`config.mk`:
```
export PLATFORM = sky130hd
export DESIGN_NAME = icc_top
export DESIGN_NICKNAME = d
export VERILOG_FILES = /design/src/icc_pkg.sv /design/src/icc_fifo.sv /design/src/icc_top.sv
export VERILOG_INCLUDE_DIRS = /design/src /design/src/src
export SDC_FILE = /design/constraint.sdc
export NUM_CORES = 1
export LEC_CHECK = 0
export CELL_PAD_IN_SITES_DETAIL_PLACEMENT = 0
export CELL_PAD_IN_SITES_GLOBAL_PLACEMENT = 1
export CORE_MARGIN = 2
export CORE_UTILIZATION = 44
export CTS_CLUSTER_SIZE = 24
export DETAILED_ROUTE_END_ITERATION = 10
export DONT_BUFFER_PORTS = 1
export PLACE_DENSITY_LB_ADDON = 0.1
export REMOVE_ABC_BUFFERS = 1
export SLEW_MARGIN = 10
export SYNTH_ARGS = -nofsm -noshare
export SYNTH_HDL_FRONTEND = slang
export SYNTH_SLANG_ARGS = --single-unit
```
`constraint.sdc`:
```
create_clock -name i_clk -period 3.33 [get_ports i_clk]
set_clock_uncertainty 0.2 [all_clocks]
set_input_delay 0.1665 -clock i_clk [delete_from_list [all_inputs] [get_ports i_clk]]
set_output_delay 0.1665 -clock i_clk [all_outputs]
set_load 0.05 [all_outputs]
```
`src/icc_consts.svh`:
```
`ifndef ICC_CONSTS_SVH
`define ICC_CONSTS_SVH

// Capture mode codes
`define ICC_MODE_OFF      3'h0
`define ICC_MODE_EDGE     3'h1
`define ICC_MODE_FALL     3'h2
`define ICC_MODE_RISE     3'h3
`define ICC_MODE_RISE4    3'h4
`define ICC_MODE_RISE16   3'h5
`define ICC_MODE_UNUSED   3'h6
`define ICC_MODE_IRQONLY  3'h7

// Prescaler terminal counts (edges minus one) and reset value
`define ICC_PRE4_LAST     4'h3
`define ICC_PRE16_LAST    4'hF
`define ICC_PRE_RESET     4'h0

// Buffer geometry and reset values
`define ICC_WORD_W        16
`define ICC_FIFO_DEPTH    3'h4
`define ICC_CNT_RESET     3'h0
`define ICC_WORD_RESET    16'h0000
`define ICC_IRQCNT_RESET  2'h0

// Timebase select values
`define ICC_TB_TIMER2     1'b1
`define ICC_TB_TIMER3     1'b0

`endif

```
`src/icc_pkg.sv`:
```
`include "icc_consts.svh"

package icc_pkg;
  typedef logic [`ICC_WORD_W-1:0] icc_word_t;
  typedef logic [2:0]             icc_mode_t;
  typedef logic [2:0]             icc_cnt_t;
  typedef logic [3:0]             icc_pre_t;
  typedef logic [1:0]             icc_irqcnt_t;
endpackage

```
`src/icc_fifo.sv`:
```
`timescale 1ns/10ps
`include "icc_consts.svh"

module icc_fifo (
  input  wire logic              i_clk,
  input  wire logic              i_rst_n,
  input  wire logic              i_push,
  input  wire icc_pkg::icc_word_t i_push_data,
  input  wire logic              i_pop,
  output icc_pkg::icc_word_t     o_head,
  output icc_pkg::icc_cnt_t      o_count,
  output logic                   o_not_empty
);

  icc_pkg::icc_word_t mem_r   [4];
  icc_pkg::icc_word_t mem_nxt [4];
  icc_pkg::icc_cnt_t  cnt_r;
  icc_pkg::icc_cnt_t  cnt_nxt;
  logic               ne_r;
  logic               ne_nxt;

  always_comb begin
    icc_pkg::icc_cnt_t mid;
    mid = cnt_r;
    for (int i = 0; i < 4; i++) begin
      mem_nxt[i] = mem_r[i];
    end
    // Oldest word leaves, rest advance one slot
    if (i_pop && (cnt_r != `ICC_CNT_RESET)) begin
      for (int i = 0; i < 3; i++) begin
        mem_nxt[i] = mem_r[i+1];
      end
      mid = cnt_r - 3'h1;
    end
    cnt_nxt = mid;
    // Tail write only while room remains
    if (i_push && (mid != `ICC_FIFO_DEPTH)) begin
      mem_nxt[mid[1:0]] = i_push_data;
      cnt_nxt = mid + 3'h1;
    end
    ne_nxt = (cnt_nxt != `ICC_CNT_RESET);
  end

  always_ff @(posedge i_clk) begin
    if (!i_rst_n) begin
      for (int i = 0; i < 4; i++) begin
        mem_r[i] <= `ICC_WORD_RESET;
      end
      cnt_r <= `ICC_CNT_RESET;
      ne_r  <= 1'b0;
    end else begin
      mem_r <= mem_nxt;
      cnt_r <= cnt_nxt;
      ne_r  <= ne_nxt;
    end
  end

  assign o_head      = mem_r[0];
  assign o_count     = cnt_r;
  assign o_not_empty = ne_r;

endmodule

```
`src/icc_top.sv`:
```
`timescale 1ns/10ps
`include "icc_consts.svh"

module icc_top (
  input  wire logic               i_clk,
  input  wire logic               i_rst_n,
  input  wire logic               i_capture_input_one,
  input  wire icc_pkg::icc_word_t i_timer2_count,
  input  wire icc_pkg::icc_word_t i_timer3_count,
  input  wire icc_pkg::icc_mode_t i_capture_mode_select,
  input  wire logic               i_timebase_select,
  input  wire logic [1:0]         i_events_per_interrupt,
  input  wire logic               i_stop_in_idle,
  input  wire logic               i_cpu_idle,
  input  wire logic               i_cpu_sleep,
  input  wire logic               i_capture_irq_enable,
  input  wire logic               i_capture_irq_flag_clr,
  input  wire logic               i_fifo_read,
  output icc_pkg::icc_word_t      o_fifo_data,
  output logic                    o_fifo_not_empty_flag,
  output logic                    o_capture_overflow_flag,
  output logic                    o_capture_irq_flag,
  output logic                    o_wake
);

  // Pin synchroniser and edge history
  logic sync1_r;
  logic sync2_r;
  logic prev_r;
  logic sync1_nxt;
  logic sync2_nxt;
  logic prev_nxt;

  // Channel state
  icc_pkg::icc_pre_t    pre_r;
  icc_pkg::icc_pre_t    pre_nxt;
  icc_pkg::icc_irqcnt_t irqcnt_r;
  icc_pkg::icc_irqcnt_t irqcnt_nxt;
  logic                 ovf_r;
  logic                 ovf_nxt;
  logic                 irq_r;
  logic                 irq_nxt;
  logic                 wake_r;
  logic                 wake_nxt;
  icc_pkg::icc_word_t   data_r;
  icc_pkg::icc_word_t   data_nxt;

  // Combinational terms
  logic               rise;
  logic               fall;
  logic               active;
  logic               event_hit;
  logic               store;
  logic               lost;
  logic               accepted;
  logic               push;
  logic               pop;
  logic               irq_set;
  logic               every_irq;
  icc_pkg::icc_word_t tb_count;
  icc_pkg::icc_word_t head;
  icc_pkg::icc_cnt_t  count;
  logic               not_empty;

  always_comb begin
    // Second stage alone reads the first
    sync1_nxt = i_capture_input_one;
    sync2_nxt = sync1_r;
    prev_nxt  = sync2_r;
  end

  always_ff @(posedge i_clk) begin
    if (!i_rst_n) begin
      sync1_r <= 1'b0;
      sync2_r <= 1'b0;
      prev_r  <= 1'b0;
    end else begin
      sync1_r <= sync1_nxt;
      sync2_r <= sync2_nxt;
      prev_r  <= prev_nxt;
    end
  end

  assign rise = sync2_r & ~prev_r;
  assign fall = ~sync2_r & prev_r;

  // Timebase choice; low is the default third timer
  assign tb_count = (i_timebase_select == `ICC_TB_TIMER2) ? i_timer2_count : i_timer3_count;

  always_comb begin
    // Stop-in-idle blocks events but the prescaler still counts; unused code captures nothing but, unlike off, keeps the prescaler
    active = (i_capture_mode_select != `ICC_MODE_OFF)
          && (i_capture_mode_select != `ICC_MODE_UNUSED)
          && !(i_cpu_idle && i_stop_in_idle);
    pre_nxt   = pre_r;
    event_hit = 1'b0;
    unique case (i_capture_mode_select)
      `ICC_MODE_EDGE:    event_hit = rise | fall;
      `ICC_MODE_FALL:    event_hit = fall;
      `ICC_MODE_RISE:    event_hit = rise;
      `ICC_MODE_IRQONLY: event_hit = rise;
      `ICC_MODE_RISE4: begin
        if (rise) begin
          event_hit = (pre_r >= `ICC_PRE4_LAST);
          pre_nxt   = event_hit ? `ICC_PRE_RESET : pre_r + 4'h1;
        end
      end
      `ICC_MODE_RISE16: begin
        if (rise) begin
          event_hit = (pre_r == `ICC_PRE16_LAST);
          pre_nxt   = event_hit ? `ICC_PRE_RESET : pre_r + 4'h1;
        end
      end
      `ICC_MODE_OFF, `ICC_MODE_UNUSED: event_hit = 1'b0;
    endcase
    // Sleep leaves only the interrupt-only mode working
    if (!active || (i_cpu_sleep && (i_capture_mode_select != `ICC_MODE_IRQONLY))) begin
      event_hit = 1'b0;
    end
    if (i_capture_mode_select == `ICC_MODE_OFF) begin
      pre_nxt = `ICC_PRE_RESET;
    end
  end

  always_comb begin
    // Interrupt-only mode stores nothing while asleep or idle
    store = event_hit && !((i_capture_mode_select == `ICC_MODE_IRQONLY)
                           && (i_cpu_sleep || i_cpu_idle));
    // Full buffer or pending overflow drops the event
    // A pending overflow blocks every mode, every-edge mode included
    lost  = store && (ovf_r || ((count == `ICC_FIFO_DEPTH)
                  && (i_capture_mode_select != `ICC_MODE_EDGE)));
    push  = store && !lost && (count != `ICC_FIFO_DEPTH);
    pop   = i_fifo_read && not_empty;
    accepted = event_hit && !lost;
    // Overflow only on the fifth event, never in every-edge mode
    ovf_nxt = ovf_r;
    if (ovf_r && pop && (count == 3'h1)) begin
      ovf_nxt = 1'b0;
    end
    if (store && !ovf_r && (count == `ICC_FIFO_DEPTH)
        && (i_capture_mode_select != `ICC_MODE_EDGE)) begin
      ovf_nxt = 1'b1;
    end
  end

  always_comb begin
    every_irq  = (i_capture_mode_select == `ICC_MODE_EDGE) || i_cpu_sleep;
    irqcnt_nxt = irqcnt_r;
    irq_set    = 1'b0;
    if (accepted) begin
      if (every_irq || (irqcnt_r == i_events_per_interrupt)) begin
        irq_set    = 1'b1;
        irqcnt_nxt = `ICC_IRQCNT_RESET;
      end else begin
        irqcnt_nxt = irqcnt_r + 2'h1;
      end
    end
    if (i_capture_mode_select == `ICC_MODE_OFF) begin
      irqcnt_nxt = `ICC_IRQCNT_RESET;
    end
    // A new event beats a clear in the same cycle
    irq_nxt  = (irq_r && !i_capture_irq_flag_clr) || irq_set;
    wake_nxt = event_hit && (i_capture_mode_select == `ICC_MODE_IRQONLY)
            && i_capture_irq_enable && (i_cpu_sleep || i_cpu_idle);
    // Empty read returns the stale head word
    data_nxt = i_fifo_read ? head : data_r;
  end

  always_ff @(posedge i_clk) begin
    if (!i_rst_n) begin
      pre_r    <= `ICC_PRE_RESET;
      irqcnt_r <= `ICC_IRQCNT_RESET;
      ovf_r    <= 1'b0;
      irq_r    <= 1'b0;
      wake_r   <= 1'b0;
      data_r   <= `ICC_WORD_RESET;
    end else begin
      pre_r    <= pre_nxt;
      irqcnt_r <= irqcnt_nxt;
      ovf_r    <= ovf_nxt;
      irq_r    <= irq_nxt;
      wake_r   <= wake_nxt;
      data_r   <= data_nxt;
    end
  end

  icc_fifo u_fifo (
    .i_clk       (i_clk),
    .i_rst_n     (i_rst_n),
    .i_push      (push),
    .i_push_data (tb_count),
    .i_pop       (pop),
    .o_head      (head),
    .o_count     (count),
    .o_not_empty (not_empty)
  );

  assign o_fifo_data             = data_r;
  assign o_fifo_not_empty_flag   = not_empty;
  assign o_capture_overflow_flag = ovf_r;
  assign o_capture_irq_flag      = irq_r;
  assign o_wake                  = wake_r;
endmodule

```
==> summary.md <==
The flow ran to the end, and the final reports show no timing, DRC or antenna violations. Summing over every cut layer, the via total after detailed routing is 3578. Post-synthesis share of cell area spent on and, or, nand and nor gates: 0.146. The clock root buffer master was clkbuf_8. The detailed router finished its first iteration with 130 violations. The analysis attributes to cell leakage a power of 1.93 nW. In this run the critical register-to-register path is captured at u_fifo.o_not_empty.

The logs give 0 for the final max-slew violation count and 9860 sq um for the area of the placeable core. The final standard cell count with taps included and fillers excluded came out at 673. The logs give 0.000165 V for the maximum ir drop on the vdd rail and 2 for the maximum number of buffers from clock root to sink.

Setup violations remaining at the end of the flow were counted as 0. The first detailed-routing pass ran for 4 iterations. Summed over all layers, the global routing overflow is 0. The count of input and output buffers was 0. Measured along the y axis, the die boundary spans 105 microns.

Per-instance average area after synthesis: 9.45 sq um. The logs give 0 for the number of inserted diodes and 0 for the number of antenna violations at the first check in global routing. The most used flip-flop cell after synthesis is dfxtp_1.

Cell type with the highest aggregate area in the netlist: dfxtp_1. Max-cap violations in this run came to 0. The portion of synthesized cell area occupied by the leading cell type is 0.426. Ranked by total cell area, the synthesized netlist is headed by dfxtp_1, mux2i_1, o31ai_1.

Pin count of the biggest net entering global routing: 62. Type of the worst setup path: flip-flop to flip-flop. On the final layout, the worst hold slack is 0.00554 ns. The run gives 0.426 as the share of the yosys chip area belonging to registers. Delay of the slowest cell on the worst path: 0.43 ns. Measured along the x axis, the die boundary spans 105 microns.

After synthesis the cells add up to 4510 sq um. The worst hold path passes through 4 cells. The overall track demand over capacity in global routing was 0.191; the area enclosed by the die boundary was 11100 sq um.

Once detail routing completed, the nets flagged for antenna violations numbered 0. For the worst setup path, the data arrival time is 3.20 ns. The start point of the worst min-delay path is i_timebase_select. After detailed routing, the average wire length per cell comes to 15.5 microns. The end point of the most critical hold path was u_fifo.mem_r[42].

Yosys mapped the design onto 45 distinct sky130hd cell types. The final count of hold timing violations was 0; the fmax was 318 MHz. Yosys mapped a number of flops with a built-in enable equal to 0.

For the gate count after technology mapping, the log shows 477. Fill cells in the final layout number 891. The share of synthesized flip-flops with an asynchronous set or reset works out to 0. The tools report the number of global-route vias before repair as 3482. The flip-flop and latch count after synthesis was 96; the xor/xnor share of the synthesized area was 0.0136.

The instance area at placement came out at 4690 sq um. By area, the combinational part of the netlist is dominated by multiplexers. The total length of routed wires was 10.4 mm; the insertion delay of the later-clocked pin in the worst-skew pair was 0.35 ns.

The first-pass GRT wire length is 17.0 mm, and the number of clock buffers inserted by TritonCTS is 9. The share of layout cells above drive strength 1 came out at 0.0889. The post-route fraction of the period consumed by the critical path was 0.945. The design draws 2.05 mW. The estimated wirelength of the detail-placed design was 6.33 mm; the minimum period implied by the final worst setup slack was 3.15 ns.

The signal on the critical path passes through inv_1 -> ha_1 -> a21oi_4 -> mux2i_1 -> inv_1 -> ha_1 -> a21o_1 -> a211o_2 -> nor4b_4 -> buf_4 -> buf_6 -> xnor2_1 -> o21a_1. STA classifies the critical path startpoint as a flip-flop. The via count normalized by instance count is 5.32.

The worst hold path belongs to the class primary input to flip-flop. Compared with the post-synthesis result, the final layout area differs by 22.7%. Along the worst path, the maximum fanout reaches 8.

The commonest cells after synthesis are dfxtp_1, mux2i_1, nor2_1, nand2_1, o31ai_1. The number of cell instances on the worst register-to-register path was 13; the compound-cell area share of the yosys netlist was 0.153. The multiplexer share of the synthesized area was 0.187; the DRC violations left was 0.

During synthesis, Yosys emitted a total of 0 warnings. At the end of the flow, the number of nets in the layout was 593. The fraction of the mapped netlist area in adder cells is 0.0278, and the initial core utilization is 0.457. 67 I/O pins were placed.

STA puts the critical path data required time at 3.38 ns. After detailed placement, the design holds a cell count of 591. The worst setup path is captured at a flip-flop.

Row generation in the floorplan step produced 36 rows. TritonCTS built the clock tree. Clock tree synthesis found a total of 96 sinks. Setup repair after global routing left no endpoint under its margin. At the end of routability-driven placement, the weighted congestion stood at 0.753. The most numerous cell in the Yosys netlist is dfxtp_1. The register-to-register setup slack came out at 0.18 ns.

The worst-path cell with the longest stage delay was a211o_2. The number of levels in the clock H-tree is 3, and the worst slew margin relative to its limit is 0.288. The worst register-to-register path begins at u_fifo.o_count[0]. Summing all non-filler instances in the final layout gives an area of 5530 sq um. The ratio of total power to cell area was 371 nW/um^2; the clock transition at the registers of the reported paths was 0.09 ns.

At the pin with the least slew margin, the transition time is 1.06 ns.
-- cell type report --
class	count	area, sq um	area share
sequential	96	1920	0.348
tap	133	166	0.0301
inverter	12	45.0	0.00815
timing repair buffer	83	811	0.147
multi-input combinational	334	2420	0.437
clock buffer	9	124	0.0224
clock inverter	6	45.0	0.00815
-- layer usage --
metal / vias to the layer above / wire, microns / track usage
met2: 56 / 5080 / 0.326
met4: 0 / 104 / 0.0571
met3: 10 / 292 / 0.0306
met1: 1690 / 4950 / 0.247
li1: 1822 / - / -
met5: - / 0 / 0
-- cells by family (layout without fill, tap and decap cells) --
group           Yosys count  in the layout
buf+inv                  47            110
compound gates           90             90
simple gates            143            143
flops                    96             96
fa+ha+maj                10             10
mux                      84             84
xor+xnor                  7              7
-- worst max path at each step --
stage | from | end | slack, ns | cells past startpoint
CTS | i_fifo_read | u_fifo.o_not_empty | 0.05 | 13
finish | u_fifo.o_count[0] | u_fifo.o_not_empty | 0.18 | 13
detailed placement | u_fifo.o_count[0] | u_fifo.o_not_empty | 0.15 | 12
floorplan | u_fifo.o_not_empty | u_fifo.mem_r[32] | -4.39 | 9
global route | u_fifo.o_count[0] | flip-flop | 0.02 | 13
global placement | u_fifo.o_count[0] | u_fifo.o_not_empty | 0.22 | 12
-- worst max-delay path, delay by kind of cell (launching register included) --
kind / cells / cell delay, ns
AOI/OAI and AO/OA: 4 / 0.97
buffers and inverters: 4 / 0.49
adders and majority gates: 2 / 0.49
DFF: 1 / 0.34
muxes: 1 / 0.25
and+or+nand+nor: 1 / 0.22
xor gates and xnor gates: 1 / 0.08
-- cell usage in the layout (no fill, tap or decap), drive strengths merged, types with 2 or more instances in the layout --
master and n:
a211oi 17, a21oi 7, a311oi 2, and2 3, buf 24, clkbuf 9, clkinv 2, clkinvlp 3
dfxtp 96, dlygate4sd3 59, ha 10, inv 13, mux2i 84, nand2 54, nand3 3, nor2 61
nor2b 3, nor3 5, nor4b 5, o21a 2, o21ai 4, o31ai 49, or4 2, xnor2 4
xor2 3
-- what timing repair did --
action	CTS	global route
hold buffers	60	0
setup buffers	0	5
endpoints found under the setup margin	0	30
hold endpoints to repair	52	0
resized for setup	0	3
-- power by group --
| group | total (mW) | leakage (nW) | internal [mW] | switching [mW] |
|---|---|---|---|---|
| sequential | 1.17 | 0.774 | 1.16 | 0.0124 |
| clock | 0.679 | 0.0777 | 0.270 | 0.409 |
| combinational | 0.201 | 1.08 | 0.103 | 0.0982 |
| total | 2.05 | 1.93 | 1.53 | 0.520 |
-- per-stage QoR --
step,TNS [ns],util,setup WS (ns)
5_1_grt,0,0.561,0.0204
2_1_floorplan,-288.59,-,-4.39
6_report,0,0.561,0.182
4_1_cts,0,0.555,0.0454
3_5_place_dp,0,0.476,0.151
3_3_place_gp,0,0.476,0.219
No activity file was read; power rests on OpenSTA's default activity.
